## config.mk

```make
export PLATFORM = sky130hd
export DESIGN_NAME = modsr_fabric_flat
export DESIGN_NICKNAME = d
export VERILOG_FILES = /design/src/pkg/modsr_pkg.sv /design/src/pkg/modsr_if.sv /design/src/core/modsr_fabric.sv /design/src/flat_wrapper.sv
export SDC_FILE = /design/constraint.sdc
export NUM_CORES = 1
export LEC_CHECK = 0
export BUFFER_PORTS_ARGS = -buffer_cell sky130_fd_sc_hd__buf_4
export CORE_MARGIN = 2
export CORE_UTILIZATION = 36
export CTS_CLUSTER_DIAMETER = 40
export DETAILED_ROUTE_END_ITERATION = 16
export PLACE_DENSITY_LB_ADDON = 0.15
export SYNTH_ARGS = -nofsm -noshare
export SYNTH_HDL_FRONTEND = slang
export SYNTH_SLANG_ARGS = --single-unit
```

## constraint.sdc

```tcl
create_clock -name clock -period 3.8 [get_ports clock]
set_input_delay 0.76 -clock clock [delete_from_list [all_inputs] [get_ports clock]]
set_output_delay 0.76 -clock clock [all_outputs]
set_load 0.01 [all_outputs]
```

## src/pkg/modsr_pkg.sv

```systemverilog
// constants and types shared by the operand-d block, its interface and both ends
// assumes one fabric clock; no file here holds logic
//
// Function
// - round: add fixed and variable terms, truncate
// - variable term is one bit at LSB
// - fixed term on C, 0.011 for three fractions
// - round-to-even takes variable bit from units bit
// - round-toward-zero takes variable bit from sign
// - chain: fixed on C and variable bit on multiplier, in one added last step
// - trimming of final result done in fabric
// - large sums split into trimmed groups
// - product sign is XOR of operand signs
// - trim partial sums when only products add
// - 44-bit chain in/out, chain select picks input
// - chain out wired straight to next chain in
// - cross-row chain pipeline latency is accounted
// - adder drives overflow/carry flag
// - saturate from overflow flag and output bit 43
// - shift control right-shifts operand D by 17
// - both selects low gives zero operand D
// - chain select high gives chain input
// - loopback select with chain select low gives own output
// - sum is product plus C, D, carry; subtract
// - chain input passes unregistered into adder
package modsr_pkg;

    // ****************************************************************
    // widths
    // ****************************************************************
    localparam int ACC_W     = 44;
    localparam int EXT_W     = ACC_W + 2;
    localparam int OP_W      = 18;
    localparam int HALF_W    = 9;
    localparam int DOT_SCALE = 9;
    localparam int SHIFT_N   = 17;

    // ****************************************************************
    // reset and fixed values
    // ****************************************************************
    localparam logic [ACC_W-1:0] ACC_ZERO = 44'h0;
    localparam logic [OP_W-1:0]  OP_ZERO  = 18'h0;
    localparam logic [OP_W-1:0]  OP_ONE   = 18'h1;

    // ****************************************************************
    // rounding
    // ****************************************************************
    typedef enum logic [1:0] {
        RND_NONE,
        RND_EVEN,
        RND_ZERO,
        RND_PROD_ZERO
    } modsr_round_e;

    // fixed term: just under one half in the lowest integer position
    function automatic logic [ACC_W-1:0] modsr_fixed_term(input int frac);
        modsr_fixed_term = (ACC_W'(1) << (frac - 1)) - ACC_W'(1);
    endfunction : modsr_fixed_term

endpackage : modsr_pkg

```

## src/pkg/modsr_if.sv

```systemverilog
// link between one multiply-accumulate block and the fabric that drives it
// assumes the bench drives chain_in; chain_out returns to the fabric row-chain pipe
`timescale 1ns/1ns
interface modsr_if;
    import modsr_pkg::*;

    logic [OP_W-1:0]  mul_a;
    logic [OP_W-1:0]  mul_b;
    logic [ACC_W-1:0] addend_c;
    logic             adder_carry_input;
    logic             subtract;
    logic             dual_narrow_product_mode;
    logic             chain_select;
    logic             loopback_select;
    logic             shift_right_seventeen;
    logic [ACC_W-1:0] result_p;
    logic             overflow_carry_flag;
    logic [ACC_W-1:0] chain_in;
    logic [ACC_W-1:0] chain_out;

    modport mac (
        input  mul_a, mul_b, addend_c, adder_carry_input, subtract,
        input  dual_narrow_product_mode, chain_select, loopback_select,
        input  shift_right_seventeen, chain_in,
        output result_p, overflow_carry_flag, chain_out
    );

    modport fab (
        output mul_a, mul_b, addend_c, adder_carry_input, subtract,
        output dual_narrow_product_mode, chain_select, loopback_select,
        output shift_right_seventeen,
        input  result_p, overflow_carry_flag, chain_out
    );

endinterface : modsr_if

```

## src/core/modsr_fabric.sv

```systemverilog
// fabric end: feeds products into one block, rounds, trims, saturates, groups
// assumes round_mode stable during a group; block inputs registered there
`timescale 1ns/1ns
module modsr_fabric
    import modsr_pkg::*;
#(
    parameter int FRAC      = 3,
    parameter int GROUP_LEN = 4,
    parameter int ROW_PIPE  = 2,
    parameter int SUM_W     = 48
) (
    // clock and reset
    input  wire logic                  clock,
    input  wire logic                  arst_n,
    // link
    modsr_if.fab                       lnk,
    // sample stream
    input  wire logic                  in_valid,
    output logic                       in_ready,
    input  wire logic [OP_W-1:0]       in_x,
    input  wire logic [OP_W-1:0]       in_y,
    input  wire logic                  in_last,
    // controls
    input  wire modsr_round_e          round_mode,
    input  wire logic                  use_chain,
    input  wire logic                  subtract_req,
    input  wire logic                  narrow_req,
    input  wire logic                  shift_req,
    // result
    output logic                       out_valid,
    output logic signed [SUM_W-1:0]    out_sum,
    output logic                       out_sat,
    // cross-row chain
    output logic [ACC_W-1:0]           row_chain_out
);

    localparam int               TRIM_W  = ACC_W - FRAC;
    localparam int               CNT_W   = $clog2(GROUP_LEN + 1);
    localparam logic [ACC_W-1:0] FIXED   = modsr_fixed_term(FRAC);
    localparam logic [TRIM_W-1:0] T_MAX  = {1'b0, {(TRIM_W-1){1'b1}}};
    localparam logic [TRIM_W-1:0] T_MIN  = {1'b1, {(TRIM_W-1){1'b0}}};
    localparam logic [CNT_W-1:0] CNT_ZERO = '0;
    localparam logic [CNT_W-1:0] CNT_ONE  = CNT_W'(1);
    localparam logic [CNT_W-1:0] CNT_LAST = CNT_W'(GROUP_LEN - 1);
    localparam logic [SUM_W-1:0] SUM_ZERO = '0;
    localparam int               ROW_LATENCY = ROW_PIPE;

    typedef enum logic [2:0] {
        FS_ACC,
        FS_SETTLE,
        FS_RND,
        FS_WAIT,
        FS_TRIM
    } modsr_fab_st_e;

    // ****************************************************************
    // state
    // ****************************************************************
    modsr_fab_st_e                st, next_st;
    logic [CNT_W-1:0]             cnt, next_cnt;
    logic                         ovf_seen, next_ovf_seen;
    logic                         last_seen, next_last_seen;
    logic signed [SUM_W-1:0]      gsum, next_gsum;
    logic [OP_W-1:0]              next_a, next_b;
    logic [ACC_W-1:0]             next_c;
    logic                         next_cin, next_loop, next_chain;
    logic                         next_ready, next_out_valid, next_out_sat;
    logic signed [SUM_W-1:0]      next_out_sum;
    logic                         var_bit;
    logic                         any_ovf;
    logic signed [TRIM_W-1:0]     trimmed;
    logic [ACC_W-1:0]             row_pipe      [ROW_PIPE];
    logic [ACC_W-1:0]             next_row_pipe [ROW_PIPE];

    // ****************************************************************
    // trimming and saturation
    // ****************************************************************
    always_comb begin
        any_ovf = ovf_seen | lnk.overflow_carry_flag;
        if (any_ovf) begin
            // wrapped sign is the opposite of the true sign
            trimmed = lnk.result_p[ACC_W-1] ? T_MAX : T_MIN;
        end else begin
            trimmed = lnk.result_p[ACC_W-1:FRAC];
        end
        if (round_mode == RND_EVEN) begin
            var_bit = lnk.result_p[FRAC];
        end else begin
            var_bit = lnk.result_p[ACC_W-1];
        end
    end

    // ****************************************************************
    // sequencer
    // ****************************************************************
    always_comb begin
        next_st        = st;
        next_cnt       = cnt;
        next_ovf_seen  = any_ovf;
        next_last_seen = last_seen;
        next_gsum      = gsum;
        next_a         = OP_ZERO;
        next_b         = OP_ZERO;
        next_c         = ACC_ZERO;
        next_cin       = 1'b0;
        next_loop      = 1'b1;
        next_chain     = use_chain;
        next_out_valid = 1'b0;
        next_out_sum   = out_sum;
        next_out_sat   = out_sat;
        unique case (st)
            FS_ACC: begin
                if (cnt == CNT_ZERO) begin
                    next_ovf_seen = 1'b0;
                end
                if (in_valid && in_ready) begin
                    next_a    = in_x;
                    next_b    = in_y;
                    next_loop = (cnt != CNT_ZERO);
                    if (round_mode == RND_PROD_ZERO) begin
                        next_c   = FIXED;
                        next_cin = in_x[OP_W-1] ^ in_y[OP_W-1];
                    end
                    next_cnt       = cnt + CNT_ONE;
                    next_last_seen = in_last;
                    if (in_last || cnt == CNT_LAST) begin
                        next_st = FS_SETTLE;
                    end
                end
            end
            FS_SETTLE: begin
                if (round_mode == RND_EVEN || round_mode == RND_ZERO) begin
                    next_st = FS_RND;
                end else begin
                    next_st = FS_TRIM;
                end
            end
            FS_RND: begin
                // variable bit rides the multiplier, fixed term rides C
                next_a  = {{(OP_W-1){1'b0}}, var_bit};
                next_b  = OP_ONE;
                next_c  = FIXED;
                next_st = FS_WAIT;
            end
            FS_WAIT: begin
                next_st = FS_TRIM;
            end
            FS_TRIM: begin
                next_cnt       = CNT_ZERO;
                next_ovf_seen  = 1'b0;
                next_last_seen = 1'b0;
                next_loop      = 1'b0;
                if (last_seen) begin
                    next_gsum      = SUM_ZERO;
                    next_out_valid = 1'b1;
                    next_out_sum   = gsum + SUM_W'(trimmed);
                    next_out_sat   = any_ovf;
                end else begin
                    next_gsum      = gsum + SUM_W'(trimmed);
                end
                next_st = FS_ACC;
            end
        endcase
        next_ready = (next_st == FS_ACC);
    end

    // ****************************************************************
    // cross-row chain pipeline, latency ROW_LATENCY cycles
    // ****************************************************************
    always_comb begin
        next_row_pipe[0] = lnk.chain_out;
        for (int i = 1; i < ROW_PIPE; i++) begin
            next_row_pipe[i] = row_pipe[i-1];
        end
    end

    assign row_chain_out = row_pipe[ROW_LATENCY-1];

    // ****************************************************************
    // registers
    // ****************************************************************
    always_ff @(posedge clock or negedge arst_n) begin
        if (!arst_n) begin
            st                           <= FS_ACC;
            cnt                          <= CNT_ZERO;
            ovf_seen                     <= 1'b0;
            last_seen                    <= 1'b0;
            gsum                         <= SUM_ZERO;
            in_ready                     <= 1'b0;
            out_valid                    <= 1'b0;
            out_sum                      <= SUM_ZERO;
            out_sat                      <= 1'b0;
            lnk.mul_a                    <= OP_ZERO;
            lnk.mul_b                    <= OP_ZERO;
            lnk.addend_c                 <= ACC_ZERO;
            lnk.adder_carry_input        <= 1'b0;
            lnk.loopback_select          <= 1'b0;
            lnk.chain_select             <= 1'b0;
            lnk.subtract                 <= 1'b0;
            lnk.dual_narrow_product_mode <= 1'b0;
            lnk.shift_right_seventeen    <= 1'b0;
            for (int i = 0; i < ROW_PIPE; i++) begin
                row_pipe[i] <= ACC_ZERO;
            end
        end else begin
            st                           <= next_st;
            cnt                          <= next_cnt;
            ovf_seen                     <= next_ovf_seen;
            last_seen                    <= next_last_seen;
            gsum                         <= next_gsum;
            in_ready                     <= next_ready;
            out_valid                    <= next_out_valid;
            out_sum                      <= next_out_sum;
            out_sat                      <= next_out_sat;
            lnk.mul_a                    <= next_a;
            lnk.mul_b                    <= next_b;
            lnk.addend_c                 <= next_c;
            lnk.adder_carry_input        <= next_cin;
            lnk.loopback_select          <= next_loop;
            lnk.chain_select             <= next_chain;
            // keep the rounding bit at the lsb
            lnk.subtract                 <= subtract_req && st != FS_RND;
            lnk.dual_narrow_product_mode <= narrow_req && st != FS_RND;
            lnk.shift_right_seventeen    <= shift_req;
            for (int i = 0; i < ROW_PIPE; i++) begin
                row_pipe[i] <= next_row_pipe[i];
            end
        end
    end

endmodule : modsr_fabric

```

## src/flat_wrapper.sv

```systemverilog
// flat-port wrapper written by rule: the top's interface ports become plain ports
module modsr_fabric_flat import modsr_pkg::*;
#(
    parameter int FRAC      = 3,
    parameter int GROUP_LEN = 4,
    parameter int ROW_PIPE  = 2,
    parameter int SUM_W     = 48
)
  (clock, arst_n, in_valid, in_ready, in_x, in_y, in_last, round_mode, use_chain, subtract_req, narrow_req, shift_req, out_valid, out_sum, out_sat, row_chain_out, lnk_mul_a, lnk_mul_b, lnk_addend_c, lnk_adder_carry_input, lnk_subtract, lnk_dual_narrow_product_mode, lnk_chain_select, lnk_loopback_select, lnk_shift_right_seventeen, lnk_result_p, lnk_overflow_carry_flag, lnk_chain_out);
  modsr_if lnk_i ();
  input  wire logic clock;
  input  wire logic arst_n;
  input  wire logic in_valid;
  output logic in_ready;
  input  wire logic [OP_W-1:0] in_x;
  input  wire logic [OP_W-1:0] in_y;
  input  wire logic in_last;
  input  wire modsr_round_e round_mode;
  input  wire logic use_chain;
  input  wire logic subtract_req;
  input  wire logic narrow_req;
  input  wire logic shift_req;
  output logic out_valid;
  output logic signed [SUM_W-1:0] out_sum;
  output logic out_sat;
  output logic [ACC_W-1:0] row_chain_out;
  output wire logic [$bits(lnk_i.mul_a)-1:0] lnk_mul_a;
  output wire logic [$bits(lnk_i.mul_b)-1:0] lnk_mul_b;
  output wire logic [$bits(lnk_i.addend_c)-1:0] lnk_addend_c;
  output wire logic [$bits(lnk_i.adder_carry_input)-1:0] lnk_adder_carry_input;
  output wire logic [$bits(lnk_i.subtract)-1:0] lnk_subtract;
  output wire logic [$bits(lnk_i.dual_narrow_product_mode)-1:0] lnk_dual_narrow_product_mode;
  output wire logic [$bits(lnk_i.chain_select)-1:0] lnk_chain_select;
  output wire logic [$bits(lnk_i.loopback_select)-1:0] lnk_loopback_select;
  output wire logic [$bits(lnk_i.shift_right_seventeen)-1:0] lnk_shift_right_seventeen;
  input wire logic [$bits(lnk_i.result_p)-1:0] lnk_result_p;
  input wire logic [$bits(lnk_i.overflow_carry_flag)-1:0] lnk_overflow_carry_flag;
  input wire logic [$bits(lnk_i.chain_out)-1:0] lnk_chain_out;
  assign lnk_mul_a = lnk_i.mul_a;
  assign lnk_mul_b = lnk_i.mul_b;
  assign lnk_addend_c = lnk_i.addend_c;
  assign lnk_adder_carry_input = lnk_i.adder_carry_input;
  assign lnk_subtract = lnk_i.subtract;
  assign lnk_dual_narrow_product_mode = lnk_i.dual_narrow_product_mode;
  assign lnk_chain_select = lnk_i.chain_select;
  assign lnk_loopback_select = lnk_i.loopback_select;
  assign lnk_shift_right_seventeen = lnk_i.shift_right_seventeen;
  assign lnk_i.result_p = lnk_result_p;
  assign lnk_i.overflow_carry_flag = lnk_overflow_carry_flag;
  assign lnk_i.chain_out = lnk_chain_out;
  modsr_fabric #(.FRAC(FRAC), .GROUP_LEN(GROUP_LEN), .ROW_PIPE(ROW_PIPE), .SUM_W(SUM_W)) u_core (.clock(clock), .arst_n(arst_n), .lnk(lnk_i), .in_valid(in_valid), .in_ready(in_ready), .in_x(in_x), .in_y(in_y), .in_last(in_last), .round_mode(round_mode), .use_chain(use_chain), .subtract_req(subtract_req), .narrow_req(narrow_req), .shift_req(shift_req), .out_valid(out_valid), .out_sum(out_sum), .out_sat(out_sat), .row_chain_out(row_chain_out));
endmodule
```

==> qor.csv, run 1 <==
stage,metric,value,unit
synth,Yosys warnings,0,
drt,vias per cell,4.78,
drt,DRC viols,0,
timing,Max Clk Rate,278,MHz
layout,area of the multi-input gates,0.00457,mm2
synth,flop and latch count out of synthesis,238,
clocking,CTS HTree Levels,2,
drt,first drt pass iteration count,6,
layout,Seq. cell area,0.00596,mm2
placement,RePlAce Congestion,0.826,
critical_path,CP max FO,21,
die,Die ar.,0.0319,mm2
critical_path,Crit. End Element,register,
clocking,clock latency on the worst-skew pair,0.51,ns
global_routing,largest net degree at the start of global routing,72,
drt,Detailed Route Iter0 Violations,471,
min_path,class of the worst hold path,in -> async,
drt,Wirelength per Cell,15.5,um
synth,synthesized area,0.0110,mm2
flow_run,max cap viols,0,
synth,Post-synth EDFFs,0,
pwr,clock share of power,25.1,%
clocking,clock sink count,238,
critical_path,WS Path Type,reg -> reg,
synth,main area contributors after synthesis,"dfrtp_1 (54%), ha_1 (6.2%), a21o_1 (4.7%), o21ai_0 (4.5%), nand2_1 (4.4%)",
pwr,Psw,5.08,mW
timing,clock skew,0.0210,ns
global_routing,first-pass GRT wire length,45.5,mm
global_routing,initial antenna violation count,0,
synth,synth cell count leaders,"dfrtp_1 (238), nand2_1 (128), o21ai_0 (99), a21o_1 (69), ha_1 (54)",
synth,largest area contributor in the netlist,dfrtp_1,
synth,most frequent cell after synthesis,dfrtp_1,
timing,final worst path period need,3.59,ns
die,Rows,63,
critical_path,crit path launch type,register,
layout,# diodes,0,
timing,endpoints failing setup,0,
timing,final hold viol count,0,
clocking,root buffer cell,clkbuf_16,
global_routing,met3 Usage GRT,3.79,%
global_routing,GR Util met1,23.6,%
drt,Post-DRT Antenna Nets,0,
clocking,CTS buffer count,36,
pwr,Sw Ratio,36.9,%
clocking,clock slew seen by the registers of the worst setup and hold paths,0.05,ns
timing,slew margin rel.,50.5,%
global_routing,vias in the first global route,8688,
global_routing,Top Usage Layer GRT,met2,
global_routing,met2 GRT Util,29.8,%
clocking,CTS tree,yes,
timing,setup slack after layout,0.209,ns
synth,synth unique cells,64,
critical_path,Worst EP required,4.19,ns
die,starting density of the core,36.8,%
synth,mean post-synth cell area,10.6,um2
pwr,Flop pwr share,26.5,%
critical_path,crit path DAT,3.98,ns
placement,Setup WS pre-CTS,-0.231,ns
synth,Synth async-reset ratio,100,%
pwr,Max IR drop VDD,0.000389,V
synth,sequential fraction of the synthesis area,54.3,%
drt,vias,8830,
timing,Setup TNS,0,ns
die,Top Ports,316,
clocking,CTS max path bufs,3,
synth,Syn Inst Count,1037,
die,core area,0.0298,mm2
layout,fin util,52.1,%
timing,RSZ-0062 raised after global routing,no,
die,die height,179,um
clocking,Post-CTS Setup Bufs,0,
timing,Max Slew Vio Count,0,
pwr,P_int,8.68,mW
global_routing,GRT Util Overall,17.9,%
layout,Post-Layout Cell Count,1846,
placement,IO Port Bufs,270,
layout,Nets,1620,
placement,dpl hpwl,21.0,mm
layout,layout cell share with drive strength beyond 1,33.7,%
run_status,status,"finished, final reports clean",
drt,drt total wl,28.6,mm
synth,ys flop type,dfrtp_1,
die,Die Width,179,um
timing,Fin Hold WS,0.231,ns
layout,area grow syn2layout,41.5,%
pwr,power per standard cell area,886,mW/mm2
timing,Worst-Margin Slew,0.742,ns
placement,placed cell count,1782,
pwr,Comb power frac,48.4,%
pwr,static leakage,8.01,nW
global_routing,total gr overflow,0,
layout,fillers,2735,
synth,top cell type's share of synthesized area,54.3,%
timing,crit share post-route,94.5,%
==> path summary, 6_finish.rpt <==
| path | startpoint | end | slack, ns | cells after the start |
|---|---|---|---|---|
| max | u_core.ovf_seen | u_core.out_sum[47] | 0.21 | 15 |
| min | arst_n | u_core.lnk.chain_select | 0.23 | 1 |
| max reg2reg | u_core.ovf_seen | u_core.out_sum[47] | 0.21 | 15 |
| min reg2reg | u_core.next_row_pipe[42] | u_core.row_chain_out[42] | 0.34 | 0 |
| max in group asynchronous | arst_n | u_core.next_row_pipe[26] | 2.73 | 2 |
| min in group clock | u_core.next_row_pipe[42] | u_core.row_chain_out[42] | 0.34 | 0 |
==> per-stage QoR <==
| stage | power, mW | area [um2] |
|---|---|---|
| after detailed placement | 10.4 | 14200 |
| after global placement | 10.3 | 14200 |
| final | 13.8 | 15500 |
| after floorplan | 7.41 | 11200 |
| after global routing | 14.9 | 15500 |
| after CTS | 13.9 | 15500 |
==> placed cells by master (no fill, tap or decap), drive strengths merged, types with 7 or more instances in the layout <==
cell    netlist  layout
nand2       128     128
dfrtp       238     238
nor3         14      14
conb          1      42
nor2         28      28
a31oi         7       7
o21ai        99      99
nor2b         7       7
ha           54      54
and2         36      36
and3         10      10
xor2         14      14
nand4        12      12
a21o         70      70
a21oi        50      50
o21bai       10      10
clkbuf       44      44
nand3        11      11
buf          48     406
xnor2        25      25
or3           7       7
o211ai        8       8
o31ai        17      17
inv          30      36
==> metal layers <==
metal	vias up	share of wire, %
met5	-	0
met2	242	47
met3	45	6.5
li1	4342	-
met1	4201	44
met4	0	2.0
==> timing repair <==
item,4_1_cts,5_1_grt
resized for setup,0,1
setup endpoints to repair,0,1
hold buffers,0,0
==> cell families after synthesis <==
group	Yosys count	synth area share (%)
flip-flops	238	54.3
multiplexers	3	0.285
XOR/XNOR	39	3.12
AND/OR/NAND/NOR	273	11.9
other	1	0.0342
adder cells (fa/ha/maj)	55	6.34
AO/OA/AOI/OAI	306	18.2
buffers and inverters	122	5.80
==> flip-flops by register name (all words and copies together), names as in the netlist, 3 cells and up <==
name                  cells
u_core.row_chain_out     44
u_core.out_sum           48
u_core.lnk.mul_b         18
u_core.st                 3
u_core.next_row_pipe     44
u_core.lnk.mul_a         18
u_core.cnt                3
u_core.gsum              48
==> power groups by stage <==
| stage | Clock (mW) | Combinational [mW] | Sequential [mW] |
|---|---|---|---|
| floorplan | 0 | 3.67 | 3.74 |
| global placement | 0 | 6.62 | 3.66 |
| detailed placement | 0 | 6.68 | 3.68 |
| CTS | 3.55 | 6.73 | 3.65 |
| global route | 3.67 | 7.45 | 3.73 |
| finish | 3.46 | 6.66 | 3.64 |
==> worst max-delay path, stage by stage, from the launching register on <==
cell,delay (ns)
dfrtp_1,0.40
nor2_4,0.17
nor2b_4,0.07
buf_12,0.15
a21o_1,0.16
ha_1,0.34
a21oi_1,0.23
a21oi_1,0.09
a311oi_1,0.28
buf_4,0.17
o211ai_2,0.16
a21oi_2,0.26
o221ai_1,0.19
and4_1,0.27
o31a_1,0.25
o31a_1,0.27
==> area by class of cell <==
cell class,count,area share [%]
multi-input combinational,718,29.5
sequential,238,38.4
clock inverter,20,1.89
tap,390,3.14
clock buffer,44,6.39
inverter,30,0.726
timing repair buffer,406,20.0
No activity file was read; power rests on OpenSTA's default activity.
==> run 2: changes to the inputs <==
- CELL_PAD_IN_SITES_DETAIL_PLACEMENT: default -> 0
- CELL_PAD_IN_SITES_GLOBAL_PLACEMENT: default -> 1
- clock period: 3.8 -> 3.81 ns (I/O delays scaled with it)
==> qor.csv, run 2 (synthesized netlist as in run 1, its figures left out) <==
stage,metric,value,unit
run_status,status,"finished, final reports clean",
die,Die ar.,0.0319,mm2
pwr,Psw,5.12,mW
timing,endpoints failing setup,0,
critical_path,CP max FO,18,
drt,vias per cell,4.76,
die,Rows,63,
die,die height,179,um
drt,drt total wl,29.1,mm
clocking,clock slew seen by the registers of the worst setup and hold paths,0.05,ns
timing,Fin Hold WS,0.184,ns
drt,DRC viols,0,
pwr,power per standard cell area,885,mW/mm2
global_routing,initial antenna violation count,0,
drt,first drt pass iteration count,5,
drt,Wirelength per Cell,15.6,um
pwr,Pwr Total,13.9,mW
drt,Post-DRT Antenna Nets,0,
critical_path,Worst EP required,4.19,ns
drt,DR top layer,met4,
clocking,CTS buffer count,38,
pwr,P_int,8.78,mW
layout,Nets,1638,
placement,dpl hpwl,21.8,mm
clocking,clock sink count,238,
critical_path,Most common cell on crit path,and3_1,
timing,final worst path period need,3.59,ns
timing,Worst-Margin Slew,0.705,ns
critical_path,origin of the worst setup path,u_core.ovf_seen,
critical_path,crit path DAT,3.97,ns
min_path,class of the worst hold path,in -> async,
critical_path,CP cell instances,"nor2_4, nor2b_4, buf_12, buf_4, a21o_1, ha_2, and4_2, and3_1, nand4_1, nor3_4, o2111ai_1, and2_2, a211o_2, and3_1, a221o_1",
drt,Detailed Route Iter0 Violations,429,
clocking,CTS HTree Levels,2,
critical_path,Crit. End Element,register,
layout,area grow syn2layout,43.3,%
die,Die Width,179,um
placement,IO Port Bufs,270,
pwr,Sw Ratio,36.8,%
placement,Setup WS pre-CTS,-0.312,ns
timing,RSZ-0062 raised after global routing,yes,
pwr,Max IR drop VDD,0.000380,V
die,starting density of the core,36.8,%
layout,"leading cell types in the layout, fill and taps excluded","buf_4 (418), dfrtp_1 (238), nand2_1 (126)",
placement,RePlAce Congestion,0.839,
layout,fin util,52.7,%
pwr,Flop pwr share,26.2,%
critical_path,slowest CP cell,dfrtp_1,
layout,"commonest non-fill, non-tap cell in the layout",buf_4,
timing,Max Clk Rate,279,MHz
timing,slew margin rel.,53.0,%
clocking,clock latency on the worst-skew pair,0.52,ns
timing,final hold viol count,0,
drt,DR WL met2,14.2,mm
drt,DR WL met3,1.77,mm
clocking,hold_buf cts,0,
layout,fillers,2742,
drt,vias,8885,
timing,Max Slew Vio Count,0,
clocking,post-cts resize count,0,
global_routing,vias in the first global route,8857,
clocking,CTS max path bufs,3,
timing,Setup TNS,0,ns
clocking,root buffer cell,clkbuf_16,
clocking,Post-CTS Setup Bufs,0,
layout,layout cell share with drive strength beyond 1,35.1,%
die,core area,0.0298,mm2
layout,biggest regs,"u_core.gsum: 48 flops, u_core.out_sum: 48 flops",
global_routing,first-pass GRT wire length,46.7,mm
layout,# diodes,0,
drt,wl on met1,12.5,mm
critical_path,RR Startpoint,u_core.ovf_seen,
critical_path,"Largest stage delay, worst path",0.40,ns
pwr,clock share of power,25.5,%
critical_path,WS Path Type,reg -> reg,
global_routing,total gr overflow,0,
global_routing,GRT Util Overall,18.5,%
global_routing,largest net degree at the start of global routing,67,
timing,setup slack after layout,0.220,ns
flow_run,max cap viols,0,
critical_path,crit path launch type,register,
die,Top Ports,316,
timing,crit share post-route,94.2,%
pwr,static leakage,8.13,nW
timing,clock skew,0.0188,ns
pwr,Comb power frac,48.3,%
clocking,CTS tree,yes,
## run 2: metrics by stage
stage,cell area (um2),cells
2_1_floorplan,11100,1078
3_3_place_gp,14300,1798
3_5_place_dp,14300,1798
4_1_cts,15700,1867
5_1_grt,15700,1867
6_report,15700,1867
## run 2: power by group through the flow
| stage | clock (mW) | combinational, mW | sequential, mW |
|---|---|---|---|
| after global routing | 3.75 | 7.52 | 3.74 |
| after global placement | 0 | 6.67 | 3.67 |
| after CTS | 3.64 | 6.74 | 3.66 |
| after detailed placement | 0 | 6.70 | 3.69 |
| after floorplan | 0 | 3.64 | 3.73 |
| final | 3.54 | 6.71 | 3.65 |
## run 2: final timing paths
kind,cells after the start,to,slack [ns]
min in group clock,0,u_core.row_chain_out[30],0.34
min reg2reg,0,u_core.row_chain_out[30],0.34
min,1,u_core.lnk.mul_a[13],0.18
max,15,u_core.gsum[42],0.22
max reg2reg,15,u_core.gsum[42],0.22
max in group asynchronous,2,u_core.lnk.shift_right_seventeen,2.70
## run 2: layer usage
metal  vias to the layer above  GRT usage (%)
met3                        41           4.37
met5                         -              0
met2                       243           31.0
li1                       4390              -
met1                      4211           23.9
met4                         0           5.15
## run 2: cell type report
class / count / area, um2 / share of cell area, %
Tap cell: 390 / 488 / 3.11
Inverter: 30 / 113 / 0.717
Timing Repair Buffer: 422 / 3210 / 20.4
Multi-Input combinational cell: 718 / 4600 / 29.3
Clock inverter: 23 / 284 / 1.81
Sequential cell: 238 / 5960 / 37.9
Clock buffer: 46 / 1060 / 6.76
## run 2: worst max-delay path, delay by kind of cell (launching register included)
| kind | cells | cell delay, ns |
|---|---|---|
| fa+ha+maj | 1 | 0.39 |
| flops | 1 | 0.40 |
| buf+inv | 2 | 0.30 |
| simple gates | 8 | 1.45 |
| compound gates | 4 | 0.89 |
